[src/pkg/prk_pkg.sv]
// prk_pkg: constants and carrier types for the pulse ratio keypad editor
// assumes a 125 MHz system clock and debounced key levels from the panel
package prk_pkg;
   localparam int unsigned CLK_HZ          = 125000000;
   localparam int unsigned LONG_PRESS_MS   = 1000;
   localparam int unsigned LONG_PRESS_CYC  = (CLK_HZ / 1000) * LONG_PRESS_MS;
   localparam int unsigned FLASH_MS        = 250;
   localparam int unsigned FLASH_CYC       = (CLK_HZ / 1000) * FLASH_MS;
   localparam int unsigned FLASH_COUNT     = 3;
   localparam int unsigned DIGITS          = 5;
   localparam logic [15:0] PULSE_DIV_ID    = 16'h0c04;
   localparam logic [15:0] UPPER_RESET     = 16'h0001;
   localparam logic [15:0] LOWER_RESET     = 16'h0001;
   localparam logic [15:0] LOWER_SMALL_MAX = 16'h0040;
   localparam logic [15:0] LOWER_LARGE     = 16'h8000;
   localparam logic [15:0] UPPER_ONE       = 16'h0001;
   localparam logic [15:0] UPPER_TWO       = 16'h0002;
   localparam logic [15:0] LOWER_TWO_MIN   = 16'h0003;
   localparam logic [15:0] UPPER_LARGE_MAX = 16'h7fff;

   typedef struct packed {
      logic up;
      logic down;
      logic cursor;
      logic mode;
      logic commit;
   } prk_keys_t;

   typedef enum logic [5:0] {
      PRK_SELECT = 6'h01,
      PRK_PROMPT = 6'h02,
      PRK_EDIT   = 6'h04,
      PRK_FLASH  = 6'h08,
      PRK_SHOW   = 6'h10,
      PRK_REJECT = 6'h20
   } prk_state_t;

   typedef struct packed {
      logic [15:0] value;
      logic [2:0]  cursor;
      logic        digit_blink;
      logic        all_blank;
      logic        show_prompt;
      logic        lower_sel;
   } prk_disp_t;
endpackage : prk_pkg

[src/rtl/prk_editor.sv]
// prk_editor: front-panel editor for the encoder pulse division ratio
// assumes keys arrive as asynchronous levels; display driver is outside
//
// Behaviour
// - selection: keys change parameter id
// - long mode toggles upper and lower prompt
// - long commit opens term, rightmost digit blinks
// - up/down adjust value, cursor moves digit
// - valid commit stores, flashes three times
// - invalid commit rejected, old value shown
// - accept only three ratio ranges
// - new upper checked against stored lower
// - upper one allows lower 1..64 or 32768
`timescale 1ns/1ps
module prk_editor
   import prk_pkg::*;
#(
   parameter int unsigned HOLD_CYC  = LONG_PRESS_CYC,
   parameter int unsigned BLINK_CYC = FLASH_CYC
)
(
   input  wire logic        clk,
   input  wire logic        rst_n,
   input  wire prk_pkg::prk_keys_t keys_in,
   output prk_pkg::prk_disp_t     disp,
   output logic [15:0]            param_id,
   output logic [15:0]            upper_ratio_term,
   output logic [15:0]            lower_ratio_term,
   output prk_pkg::prk_state_t    state_out
);
   import prk_pkg::*;

   prk_keys_t  key_meta;
   prk_keys_t  key_sync;
   prk_keys_t  key_prev;
   logic [26:0] hold_cnt;
   logic        hold_fired;
   logic        long_mode;
   logic        long_commit;
   logic        tap_up;
   logic        tap_down;
   logic        tap_cursor;
   prk_state_t  state;
   logic        lower_sel;
   logic [15:0] edit_value;
   logic [2:0]  cursor;
   logic [24:0] flash_cnt;
   logic [2:0]  flash_num;
   logic        flash_on;
   logic [15:0] step;
   logic        ratio_ok;
   logic [15:0] chk_upper;
   logic [15:0] chk_lower;

   // two-stage synchroniser on key levels
   always_ff @(posedge clk) begin
      if (!rst_n) begin
         key_meta <= '0;
         key_sync <= '0;
         key_prev <= '0;
      end else begin
         key_meta <= keys_in;
         key_sync <= key_meta;
         key_prev <= key_sync;
      end
   end

   assign tap_up     = key_sync.up && !key_prev.up;
   assign tap_down   = key_sync.down && !key_prev.down;
   assign tap_cursor = key_sync.cursor && !key_prev.cursor;

   // hold timer for mode and commit, fires once per press
   always_ff @(posedge clk) begin
      if (!rst_n) begin
         hold_cnt   <= '0;
         hold_fired <= 1'b0;
      end else if (!(key_sync.mode || key_sync.commit)) begin
         hold_cnt   <= '0;
         hold_fired <= 1'b0;
      end else if (hold_cnt == 27'(HOLD_CYC - 1)) begin
         hold_fired <= 1'b1;
      end else begin
         hold_cnt <= hold_cnt + 27'h1;
      end
   end

   assign long_mode   = key_sync.mode && !key_sync.commit && !hold_fired
                        && hold_cnt == 27'(HOLD_CYC - 1);
   assign long_commit = key_sync.commit && !key_sync.mode && !hold_fired
                        && hold_cnt == 27'(HOLD_CYC - 1);

   // decimal-ish step for the digit under the cursor
   always_comb begin
      case (cursor)
         3'h0: step = 16'h0001;
         3'h1: step = 16'h000a;
         3'h2: step = 16'h0064;
         3'h3: step = 16'h03e8;
         default: step = 16'h2710;
      endcase
   end

   // range check, pairing a new term with the stored other term
   always_comb begin
      chk_upper = lower_sel ? upper_ratio_term : edit_value;
      chk_lower = lower_sel ? edit_value : lower_ratio_term;
      ratio_ok  = 1'b0;
      if (chk_upper == UPPER_ONE && chk_lower >= 16'h0001
          && chk_lower <= LOWER_SMALL_MAX) begin
         ratio_ok = 1'b1;
      end else if (chk_upper == UPPER_TWO && chk_lower >= LOWER_TWO_MIN
                   && chk_lower <= LOWER_SMALL_MAX) begin
         ratio_ok = 1'b1;
      end else if (chk_lower == LOWER_LARGE && chk_upper >= 16'h0001
                   && chk_upper <= UPPER_LARGE_MAX) begin
         ratio_ok = 1'b1;
      end
   end

   // editor state machine
   always_ff @(posedge clk) begin
      if (!rst_n) begin
         state <= PRK_SELECT;
         lower_sel <= 1'b0;
      end else begin
         case (state)
            PRK_SELECT: begin
               if (long_commit && param_id == PULSE_DIV_ID) begin
                  state     <= PRK_PROMPT;
                  lower_sel <= 1'b0;
               end
            end
            PRK_PROMPT: begin
               if (long_mode) begin
                  lower_sel <= !lower_sel;
               end else if (long_commit) begin
                  state <= PRK_EDIT;
               end else if (tap_cursor && key_sync.mode) begin
                  state <= PRK_SELECT;
               end
            end
            PRK_EDIT: begin
               if (long_commit) begin
                  state <= ratio_ok ? PRK_FLASH : PRK_REJECT;
               end
            end
            PRK_FLASH: begin
               if (flash_num == 3'(FLASH_COUNT * 2 - 1) && flash_cnt == '0) begin
                  state <= PRK_SHOW;
               end
            end
            PRK_SHOW, PRK_REJECT: begin
               if (key_sync.mode && !key_prev.mode) begin
                  state <= PRK_SELECT;
               end
            end
            default: state <= PRK_SELECT;
         endcase
      end
   end

   // parameter id selection
   always_ff @(posedge clk) begin
      if (!rst_n) begin
         param_id <= '0;
      end else if (state == PRK_SELECT) begin
         if (tap_up) begin
            param_id <= param_id + 16'h0001;
         end else if (tap_down) begin
            param_id <= param_id - 16'h0001;
         end else if (tap_cursor) begin
            param_id <= {param_id[11:0], param_id[15:12]};
         end
      end
   end

   // working value and cursor
   always_ff @(posedge clk) begin
      if (!rst_n) begin
         edit_value <= '0;
         cursor     <= '0;
      end else if (state == PRK_PROMPT && long_commit) begin
         edit_value <= lower_sel ? lower_ratio_term : upper_ratio_term;
         cursor     <= '0;
      end else if (state == PRK_EDIT) begin
         if (tap_up) begin
            edit_value <= edit_value + step;
         end else if (tap_down) begin
            edit_value <= edit_value - step;
         end else if (tap_cursor) begin
            cursor <= (cursor == 3'(DIGITS - 1)) ? '0 : cursor + 3'h1;
         end
      end
   end

   // stored terms change only on a valid commit
   always_ff @(posedge clk) begin
      if (!rst_n) begin
         upper_ratio_term <= UPPER_RESET;
         lower_ratio_term <= LOWER_RESET;
      end else if (state == PRK_EDIT && long_commit && ratio_ok) begin
         if (lower_sel) begin
            lower_ratio_term <= edit_value;
         end else begin
            upper_ratio_term <= edit_value;
         end
      end
   end

   // flash sequencer: three off/on cycles
   always_ff @(posedge clk) begin
      if (!rst_n) begin
         flash_cnt <= '0;
         flash_num <= '0;
         flash_on  <= 1'b0;
      end else if (state != PRK_FLASH) begin
         flash_cnt <= 25'(BLINK_CYC - 1);
         flash_num <= '0;
         flash_on  <= 1'b0;
      end else if (flash_cnt != '0) begin
         flash_cnt <= flash_cnt - 25'h1;
      end else if (flash_num != 3'(FLASH_COUNT * 2)) begin
         flash_cnt <= 25'(BLINK_CYC - 1);
         flash_num <= flash_num + 3'h1;
         flash_on  <= !flash_on;
      end
   end

   // display carrier
   always_ff @(posedge clk) begin
      if (!rst_n) begin
         disp <= '0;
      end else begin
         disp.lower_sel   <= lower_sel;
         disp.show_prompt <= (state == PRK_PROMPT);
         disp.cursor      <= cursor;
         disp.digit_blink <= (state == PRK_EDIT) || (state == PRK_SELECT);
         disp.all_blank   <= (state == PRK_FLASH) && !flash_on;
         if (state == PRK_SELECT) begin
            disp.value <= param_id;
         end else if (state == PRK_EDIT || state == PRK_FLASH) begin
            disp.value <= edit_value;
         end else begin
            disp.value <= lower_sel ? lower_ratio_term : upper_ratio_term;
         end
      end
   end

   assign state_out = state;

   a_reject_keeps_terms: assert property (@(posedge clk) disable iff (!rst_n)
      (state == PRK_EDIT && long_commit && !ratio_ok) |=>
      ($stable(upper_ratio_term) && $stable(lower_ratio_term) && state == PRK_REJECT))
      else $error("rejected value changed a stored term");
   a_valid_goes_flash: assert property (@(posedge clk) disable iff (!rst_n)
      (state == PRK_EDIT && long_commit && ratio_ok) |=> state == PRK_FLASH)
      else $error("valid commit did not flash");
   a_mode_toggles_term: assert property (@(posedge clk) disable iff (!rst_n)
      (state == PRK_PROMPT && long_mode) |=> lower_sel != $past(lower_sel))
      else $error("long mode did not toggle term");
   a_lower_range_ok: assert property (@(posedge clk) disable iff (!rst_n)
      (upper_ratio_term == UPPER_ONE) |->
      ((lower_ratio_term >= 16'h0001 && lower_ratio_term <= LOWER_SMALL_MAX)
       || lower_ratio_term == LOWER_LARGE))
      else $error("stored lower term out of range");
   a_stored_ratio_ok: assert property (@(posedge clk) disable iff (!rst_n)
      (upper_ratio_term == UPPER_TWO) |-> lower_ratio_term >= LOWER_TWO_MIN)
      else $error("stored ratio out of range");
   a_long_once: assert property (@(posedge clk) disable iff (!rst_n)
      long_commit |=> !long_commit [*8])
      else $error("long press acted twice");
   a_edit_opens_value: assert property (@(posedge clk) disable iff (!rst_n)
      (state == PRK_PROMPT && long_commit) |=> (state == PRK_EDIT && cursor == '0))
      else $error("commit did not open term");
   a_select_id_up: assert property (@(posedge clk) disable iff (!rst_n)
      (state == PRK_SELECT && tap_up) |=> param_id == $past(param_id) + 16'h0001)
      else $error("id did not advance");
   a_edit_step_up: assert property (@(posedge clk) disable iff (!rst_n)
      (state == PRK_EDIT && tap_up && !long_commit) |=>
      edit_value == $past(edit_value) + $past(step))
      else $error("value did not step");
endmodule : prk_editor

[config.mk]
export PLATFORM = sky130hd
export DESIGN_NAME = prk_editor
export DESIGN_NICKNAME = d
export VERILOG_FILES = /design/src/pkg/prk_pkg.sv /design/src/rtl/prk_editor.sv
export SDC_FILE = /design/constraint.sdc
export NUM_CORES = 1
export LEC_CHECK = 0
export BUFFER_PORTS_ARGS = -buffer_cell sky130_fd_sc_hd__buf_4
export CAP_MARGIN = 40
export CORE_MARGIN = 3
export CORE_UTILIZATION = 40
export CTS_CLUSTER_DIAMETER = 100
export DETAILED_ROUTE_END_ITERATION = 8
export MAX_ROUTING_LAYER = met4
export PLACE_DENSITY_LB_ADDON = 0.25
export SLEW_MARGIN = 15
export SYNTH_ARGS = -nofsm -noshare
export SYNTH_HDL_FRONTEND = slang
export SYNTH_SLANG_ARGS = --single-unit
[constraint.sdc]
create_clock -name clk -period 4.4 [get_ports clk]
set_clock_uncertainty 0.1 [all_clocks]
set_input_delay 0.22 -clock clk [delete_from_list [all_inputs] [get_ports clk]]
set_output_delay 0.22 -clock clk [all_outputs]
set_load 0.01 [all_outputs]
=== After elaboration in Yosys (flattened, before gate mapping) ===
Index checks and enable logic that the tools add are counted.

* Reductions and logical operators: 54
* Add/subtract/negate cells: 8
* $lt $le $gt $ge: 5
* Mux-type cells: 32
* Bitwise gates (word level): 4
* Equality and inequality tests: 25

{| class="wikitable"
|+ Operators by type and width
! operator !! count
|-
| 16-bit two-way mux || 12
|-
| 25-bit two-way mux || 3
|-
| 14-bit one-hot mux with 4 select lines || 1
|-
| 6-bit two-way mux || 8
|-
| 16-bit by 1-bit greater-or-equal comparator with 1-bit output (second input constant) || 2
|-
| 6-bit one-hot mux with 5 select lines || 1
|-
| 27-bit by 1-bit adder with 27-bit output (second input constant) || 1
|-
| 27-bit equality test (second input constant) || 1
|-
| 25-bit logical NOT || 1
|-
| 25-bit nonzero test || 1
|-
| 25-bit by 1-bit subtractor with 25-bit output (second input constant) || 1
|-
| 1-bit logical AND || 23
|-
| 16-bit by 1-bit adder with 16-bit output (second input constant) || 1
|-
| 16-bit adder || 1
|-
| 16-bit by 1-bit equality test with 1-bit output (second input constant) || 1
|-
| 16-bit by 12-bit equality test with 1-bit output (second input constant) || 1
|-
| 16-bit equality test (second input constant) || 1
|-
| 16-bit by 2-bit equality test with 1-bit output (second input constant) || 1
|-
| 16-bit by 2-bit greater-or-equal comparator with 1-bit output (second input constant) || 1
|-
| 16-bit by 15-bit <= comparator with 1-bit output (second input constant) || 1
|-
| 16-bit by 7-bit <= comparator with 1-bit output (second input constant) || 1
|-
| 16-bit by 1-bit subtractor with 16-bit output (second input constant) || 1
|-
| 16-bit subtractor || 1
|-
| 2-bit != test (second input constant) || 6
|-
| 26 further kinds || 56
|}

* Logic and storage cells: 161
* Register bits after elaboration: 168
* Input port bits: 7
* Output and inout bits: 77

=== Depth between registers and ports, before layout ===
Gate-level depths: netlist of run 1.

* Depth in word-level cells: 10
* Depth in mapped cells: 16

=== Worst setup path before layout of run 1 ===
Ideal clock, no wire load.

* Path kind: register to register
* Start: register key_sync[4] in the netlist's numbering
* End: register edit_value[14]
* Buffers on the path: 3
* Library setup time: 0.133 ns
* Period minus slack after synthesis: 3.519 ns
* Arrival: 3.286 ns
* Path slack: 0.881 ns
* Stages on the path, launching flop included: 15
* Cells stage by stage: dfxtp_1 -> nor2b_1 -> clkbuf_1 -> inv_1 -> buf_1 -> clkbuf_1 -> o21ai_0 -> fa_1 -> a211oi_1 -> o21a_1 -> o31ai_1 -> o41a_1 -> a31oi_1 -> or4_1 -> o211ai_1

* Cells in the longest elaborated chain, start to end: 4
* Elaborated cells between the ends (all ways): 6
* Classes of those cells: 3 x mux; 3 x reduce/logical

{| class="wikitable"
|+ RTL lines
! item !! line !! RTL
|-
| start, declared || prk_editor.sv:34 || <nowiki>prk_keys_t key_sync;</nowiki>
|-
| start signal, assigned || prk_editor.sv:63 || <nowiki>key_sync <= key_meta;</nowiki>
|-
| 1-bit logical AND * || prk_editor.sv:68 || <nowiki>assign tap_up = key_sync.up && !key_prev.up;</nowiki>
|-
| 16-bit two-way mux || prk_editor.sv:186 || <nowiki>if (tap_up) begin</nowiki>
|-
| 16-bit two-way mux || prk_editor.sv:185 || <nowiki>end else if (state == PRK_EDIT) begin</nowiki>
|-
| 16-bit two-way mux || prk_editor.sv:182 || <nowiki>end else if (state == PRK_PROMPT && long_commit) begin</nowiki>
|-
| end signal, assigned || prk_editor.sv:183 || <nowiki>edit_value <= lower_sel ? lower_ratio_term : upper_ratio_term;</nowiki>
|-
| end signal, assigned || prk_editor.sv:187 || <nowiki>edit_value <= edit_value + step;</nowiki>
|-
| end signal, assigned || prk_editor.sv:189 || <nowiki>edit_value <= edit_value - step;</nowiki>
|-
| end, declared || prk_editor.sv:45 || <nowiki>logic [15:0] edit_value;</nowiki>
|}

Mark *: on every way between the ends. The rest lies on a longest branch, timed or not. The select of a mux whose other input is x is not followed.
A chain may end at the register's enable or synchronous reset.

=== Final worst setup path of run 1 ===
* Start: register cursor[0]
* End: register edit_value[15]

* Cells in the longest elaborated chain, start to end: 7
* Elaborated cells between the ends (all ways): 11
* Classes of those cells: 2 x add/sub; 3 x eq/ne; 5 x mux; 1 x reduce/logical

{| class="wikitable"
|+ RTL lines
! item !! line !! RTL
|-
| start, declared || prk_editor.sv:46 || <nowiki>logic [2:0] cursor;</nowiki>
|-
| start signal, assigned || prk_editor.sv:191 || <nowiki>cursor <= (cursor == 3'(DIGITS - 1)) ? '0 : cursor + 3'h1;</nowiki>
|-
| 3-bit by 2-bit equality test with 1-bit output (tied with other cells) || prk_editor.sv:94 || <nowiki>case (cursor)</nowiki>
|-
| 14-bit one-hot mux with 4 select lines * || prk_editor.sv:94 ||
|-
| 16-bit subtractor || prk_editor.sv:189 ||
|-
| 16-bit two-way mux || prk_editor.sv:188 || <nowiki>end else if (tap_down) begin</nowiki>
|-
| 16-bit two-way mux * || prk_editor.sv:186 ||
|-
| 16-bit two-way mux * || prk_editor.sv:185 ||
|-
| 16-bit two-way mux * || prk_editor.sv:182 ||
|}

Marks and branches as above.

==> flow_metrics.tcl, run 1 <==
set metrics [dict create \
    h-tree-depth 4 \
    drive_gt1_share_pct 13.3 \
    numCtsBuffers 17 \
    max_stage_delay_ns 0.36 \
    cp_num_buf_inv 2 \
    async_flop_share_pct 0 \
    period_needed_ns 3.58 \
    antenna_left 0 \
    syn_inst 1124 \
    drv_slew 0 \
    core_um2 22000 \
    ys.flop_type "dfxtp_1" \
    vias_per_cell 5.69 \
    grt_pass1_wl_um 41200 \
    outcome "completed" \
    finalSetupViolations 0 \
    stdcell_count 1480 \
    n_fill_cell 2177 \
    fin_crit_sh_pct 81.4 \
    routed_wirelength_um 25300 \
    dieArea_um2 24500 \
    nNetsFinal 1224 \
    power_leakage_nw 3.99 \
    grt_pass1_vias 7849 \
    die_y_um 156 \
    cp.required_ns 4.63 \
    slowest_stage "dfxtp_1" \
    fin_setup_tns_ns 0 \
    die_x_um 156 \
    crit_family "compound AO/OA/AOI/OAI gates" \
    drt-initial-drc-count 576 \
    cts.sinks 168 \
    initial_core_util_pct 41.1 \
    power_density_nw_per_um2 327 \
    post-route-util_pct 48.1 \
    num_vias 8414 \
    drcViolationCount 0 \
    yosysSeqAreaShare_pct 37.1 \
    overflow 0 \
    holdCritPathClass "in -> reg" \
    reg2reg_to "edit_value[15]" \
    synth.top_cell.area_share_pct 37.1 \
    grt_use_total_pct 21.3 \
    r2r_cells 15 \
    syn_area_um2 9060 \
    hpwlAfterDp_um 18000 \
    ff2ff_setup_slack_ns 0.82 \
    place_congestion 0.912 \
    io_buffers 83 \
    crit_chain "inv_1, ha_1, nand2_1, ha_1, o21ai_0, inv_1, a31oi_1, xnor2_1, ha_1, or2_2, a21oi_1, a211oi_1, nor3_1, nor2_1, o41ai_1" \
    hold_path_startpoint "rst_n" \
    ctsResizeCount 0 \
    place_inst 1442 \
    wl_per_cell_um 17.1 \
    fmaxAchievable_ghz 0.279 \
    cts_tree "built" \
    synth_cell_types 74 \
    min_to "param_id[2]" \
    grt_max_degree 61 \
    crit-reg2reg-launch "cursor[0]" \
    ys_warn_count 0 \
    clockBufferDepth 2 \
    synth_edf_count 0 \
    clk_pin_slew_ns 0.07 \
    critPathMaxFanout 6 \
    ios 84 \
    synth_area_per_cell_um2 8.06 \
    ys_seq_elements 168 \
    start_kind "register" \
    hold_depth 3 \
    maxCapViolCount 0 \
    worstPathArrival_ns 3.81 \
    path_class "reg -> reg" \
    dr.pass1.iters 5 \
    synth_area_leader_cell "dfxtp_1" \
    area_delta_synth_final_pct 16.9 \
    cpMostUsedCell "ha_1" \
    insertion_delay_ns 0.44 \
    tightest_slew_ns 0.891 \
    rsz0062_at_grt "no" \
    std_cell_rows 54 \
    synth_fp_nets 1162 \
    antenna_found_initial 1 \
    finalHoldViolCount 0 \
    cts_root_buffer "clkbuf_16" \
    max-vdd-ir-drop_uv 248 \
    end_kind "register" \
    slew-limit-headroom_pct 40.5 \
    netlist_top_cells_area "dfxtp_1 (37%), a21oi_1 (5.5%), nand2_1 (4.9%), nor2_1 (4.8%), ha_1 (4.1%)" \
]
worst max-delay path by stage:
stage                start             end  cells after the start
2_1_floorplan  key_sync[4]  edit_value[14]                     14
3_3_place_gp     cursor[0]  edit_value[14]                     15
3_5_place_dp     cursor[0]  edit_value[15]                     15
4_1_cts          cursor[0]  edit_value[15]                     15
5_1_grt          cursor[0]  edit_value[14]                     15
6_report         cursor[0]  edit_value[15]                     15
cell type report:
| type | instances | area [µm²] | area share (%) |
|---|---|---|---|
| inverter | 25 | 93.8 | 0.887 |
| clock buffer | 17 | 425 | 4.02 |
| timing repair buffer | 108 | 831 | 7.85 |
| tap | 280 | 350 | 3.31 |
| multi-input combinational | 866 | 5340 | 50.4 |
| clock inverter | 15 | 183 | 1.73 |
| sequential | 168 | 3360 | 31.8 |
| antenna | 1 | 2.50 | 0.0236 |
power breakdown:
part	internal [W]	leakage, nW	switching [W]
Sequential	0.00156	1.36	0.0000550
Combinational	0.000136	2.34	0.000195
Clock	0.000812	0.288	0.000713
cells in the final DEF, fill, tap and decap left out, drive strengths merged, types with 34 or more instances in the layout:
master    n
buf     103
and2     34
xnor2    36
nor2    115
nand3    58
nand2   119
dfxtp   168
a21oi    99
o21ai    63
kinds of logic (layout without fill, tap and decap cells):
family / Yosys count / in the layout / share of synthesized area (%)
AND/OR/NAND/NOR: 469 / 469 / 26.0
adder cells (fa/ha/maj): 31 / 31 / 4.36
XOR/XNOR: 67 / 67 / 6.48
other: 0 / 1 / 0
AO/OA/AOI/OAI: 272 / 272 / 18.9
buffers and inverters: 90 / 165 / 4.07
flip-flops: 168 / 168 / 37.1
multiplexers: 27 / 27 / 3.04
worst reg2reg max path: cells and delay by family, from the launching register on:
| kind | cells | cell delay (ns) |
|---|---|---|
| compound gates | 5 | 1.04 |
| simple gates | 4 | 0.79 |
| buf+inv | 2 | 0.27 |
| flops | 1 | 0.36 |
| fa+ha+maj | 3 | 0.79 |
| xor+xnor | 1 | 0.13 |
cell usage after synthesis (5+ instances only):
| cell type | n |
|---|---|
| a31oi_1 | 9 |
| o22ai_1 | 11 |
| mux2i_1 | 23 |
| inv_1 | 25 |
| nand4_1 | 10 |
| or3_1 | 13 |
| nor3b_1 | 15 |
| xor2_1 | 31 |
| nand2_1 | 118 |
| buf_1 | 5 |
| nor2_1 | 115 |
| nor3_1 | 30 |
| a22oi_1 | 10 |
| a21oi_1 | 99 |
| and2_1 | 33 |
| nor2b_1 | 7 |
| nand2b_1 | 6 |
| buf_2 | 7 |
| o21a_1 | 6 |
| nand3_1 | 57 |
| or4_1 | 9 |
| o211ai_1 | 15 |
| clkbuf_1 | 49 |
| ha_1 | 30 |
| and3_1 | 10 |
| a211oi_1 | 14 |
| o21ai_0 | 60 |
| xnor2_1 | 36 |
| nor4_1 | 17 |
| a21o_1 | 8 |
| dfxtp_1 | 168 |
metrics by stage:
step           setup slack, ns  cell area, µm²  total power [W]  hold slack [ns]
2_1_floorplan            0.881            9060          0.00186            0.247
4_1_cts                  0.835           10600          0.00350           0.0384
3_3_place_gp             0.967            9900          0.00196            0.320
6_report                 0.819           10600          0.00347           0.0463
3_5_place_dp             0.859            9920          0.00197            0.319
5_1_grt                  0.481           10600          0.00360           0.0682
registers in the layout (all words and copies together) (netlist names), 6 cells and up:
name	cells
hold_cnt	27
state_out	6
flash_cnt	25
lower_ratio_term	16
upper_ratio_term	16
edit_value	16
disp	23
param_id	16
per-layer routing:
layer	track usage [%]	part of all wire [%]
met2	31.1	43
met1	30.2	48
met4	6.04	1.3
met3	3.98	7.3
met5	-	0
timing repair:
| item | CTS | global route |
|---|---|---|
| setup buffers | 0 | 0 |
| endpoints found under the hold margin | 5 | 0 |
| hold buffers | 5 | 0 |
Power figures use the tool's default switching activity.
==> run 2: changes to the inputs <==
- clock period: 4.4 -> 3.2 ns (I/O delays scaled with it)
==> run 2 against run 1 <==
First-iteration DRC count up 21%. Sequential cell count stayed put. Critical endpoint is now edit_value[14]. Worst hold slack better by 0.0094 ns. Sequential power up 37%. Critical path type unchanged. Register-to-register slack got worse by 0.74 ns. Non-clock buffer count is 44 higher. Via count rose by 2.4%. Setup slack worse by 0.74 ns. Global-route usage up 0.25 points. Largest cell class unchanged.
==> flow_metrics.tcl, run 2 (same netlist as run 1, synthesis figures left out) <==
set metrics [dict create \
    outcome "completed" \
    final_common_cell "dfxtp_1" \
    reg2reg_to "edit_value[14]" \
    cp.required_ns 3.41 \
    initial_core_util_pct 41.1 \
    power_leakage_nw 4.25 \
    cts_tree "built" \
    antenna_found_initial 0 \
    layout_setup_ws_ns 0.0760 \
    numCtsBuffers 17 \
    grt_max_degree 58 \
    start_kind "register" \
    slew-limit-headroom_pct 44.9 \
    insertion_delay_ns 0.43 \
    cp_num_buf_inv 3 \
    r2r_cells 16 \
    end_kind "register" \
    final_cell_mix "dfxtp_1 (166), buf_4 (145), nand2_1 (113)" \
    fin_hold_ws_ns 0.0557 \
    min_to "param_id[2]" \
    finalSetupViolations 0 \
    die_x_um 156 \
    clk_pin_slew_ns 0.07 \
    finalHoldViolCount 0 \
    antenna_left 0 \
    h-tree-depth 4 \
    cts.sinks 168 \
    hold_depth 3 \
    vias_per_cell 5.66 \
    area_delta_synth_final_pct 23.3 \
    wl_per_cell_um 17.2 \
    hpwlAfterDp_um 18500 \
    dr.pass1.iters 5 \
    dieArea_um2 24500 \
    std_cell_rows 54 \
    critPathMaxFanout 4 \
    top_regs "hold_cnt (27), flash_cnt (25), disp (23)" \
    crit-reg2reg-launch "cursor[0]" \
    ff2ff_setup_slack_ns 0.08 \
    max_stage_delay_ns 0.40 \
    largest_register "hold_cnt" \
    holdCritPathClass "in -> reg" \
    max-vdd-ir-drop_uv 350 \
    power_density_nw_per_um2 427 \
    place_ws_ns -0.165 \
    nNetsFinal 1268 \
    crit_chain "inv_4, buf_6, ha_4, nor2_4, o21ai_4, inv_2, a31oi_4, xnor2_2, ha_4, and2_4, o21ai_4, o31ai_4, o41a_1, a31oi_1, or4_1, o211ai_1" \
    routed_wirelength_um 26100 \
    fmaxAchievable_ghz 0.320 \
    cts_root_buffer "clkbuf_16" \
    drv_slew 0 \
    fin_crit_sh_pct 97.6 \
    largest_reg_flops 27 \
    period_needed_ns 3.12 \
    drt-initial-drc-count 697 \
    die_y_um 156 \
    io_buffers 83 \
    slowest_stage "o41a_1" \
    drive_gt1_share_pct 19.6 \
    hold_path_startpoint "rst_n" \
    ios 84 \
    clockBufferDepth 2 \
    tightest_slew_ns 0.825 \
    place_congestion 0.949 \
    n_antenna_cell 0 \
    num_vias 8619 \
    grt_pass1_vias 7940 \
    worstPathArrival_ns 3.33 \
    grt_use_total_pct 21.6 \
    crit_family "compound AO/OA/AOI/OAI gates" \
    path_class "reg -> reg" \
    drcViolationCount 0 \
    grt_pass1_wl_um 41500 \
    overflow 0 \
    maxCapViolCount 0 \
    core_um2 22000 \
]
==> run 2: metal layers <==
layer  vias up  routed length (µm)  track usage, %
met1      4025               12300            29.8
met3        38                1730            4.26
met5         -                   0               -
met2       320               11700            32.6
met4         0                 408            5.29
li1       4236                   -               -
==> run 2: area by class of cell <==
| class | count | area, µm² |
|---|---|---|
| Multi-Input combinational cell | 866 | 5610 |
| Inverter | 25 | 96.3 |
| Tap cell | 280 | 350 |
| Sequential cell | 168 | 3370 |
| Fill cell | 2131 | 10900 |
| Timing Repair Buffer | 152 | 1160 |
| Clock buffer | 20 | 447 |
| Clock inverter | 11 | 138 |
==> run 2: timing repair <==
| item | CTS | global route |
|---|---|---|
| pin swaps | 3 | 12 |
| resized for setup | 13 | 55 |
| endpoints found under the setup margin | 5 | 7 |
| hold buffers | 5 | 0 |
| buffers inserted | 1 | 4 |
| endpoints found under the hold margin | 5 | 0 |
==> run 2: worst max path at each step <==
stage | from | end | slack, ns | depth (start not counted)
after floorplan | key_sync[4] | edit_value[14] | 0.02 | 14
after global placement | cursor[0] | edit_value[14] | -0.06 | 15
after detailed placement | cursor[0] | edit_value[14] | -0.16 | 15
after CTS | cursor[0] | edit_value[14] | -0.02 | 15
after global routing | cursor[0] | edit_value[14] | -0.07 | 15
final | cursor[0] | edit_value[14] | 0.08 | 16
==> run 2: where the power goes <==
part	switching, W	leakage (nW)	internal [W]	total [W]
sequential	0.0000631	1.37	0.00214	0.00220
combinational	0.000290	2.60	0.000203	0.000493
clock	0.000895	0.276	0.00118	0.00208
total	0.00125	4.25	0.00353	0.00477
==> run 2: stage by stage <==
stage | total power, W | utilization, % | setup TNS, ns | area [µm²] | cells
6_report | 0.00477 | 50.7 | 0 | 11200 | 1522
5_1_grt | 0.00497 | 50.7 | -0.141 | 11200 | 1522
4_1_cts | 0.00480 | 49.5 | -0.0173 | 10900 | 1518
3_5_place_dp | 0.00272 | 46.4 | -0.405 | 10200 | 1481
3_3_place_gp | 0.00272 | 46.4 | -0.0869 | 10200 | 1481
2_1_floorplan | 0.00256 | - | 0 | 9060 | 1124
==> run 2: worst reg2reg max path: stages (launching register included) <==
cell and delay, ns:
dfxtp_4 0.38, inv_4 0.08, buf_6 0.10, ha_4 0.18, nor2_4 0.05, o21ai_4 0.18
inv_2 0.08, a31oi_4 0.18, xnor2_2 0.16, ha_4 0.24, and2_4 0.17, o21ai_4 0.16
o31ai_4 0.10, o41a_1 0.40, a31oi_1 0.23, or4_1 0.15, o211ai_1 0.08
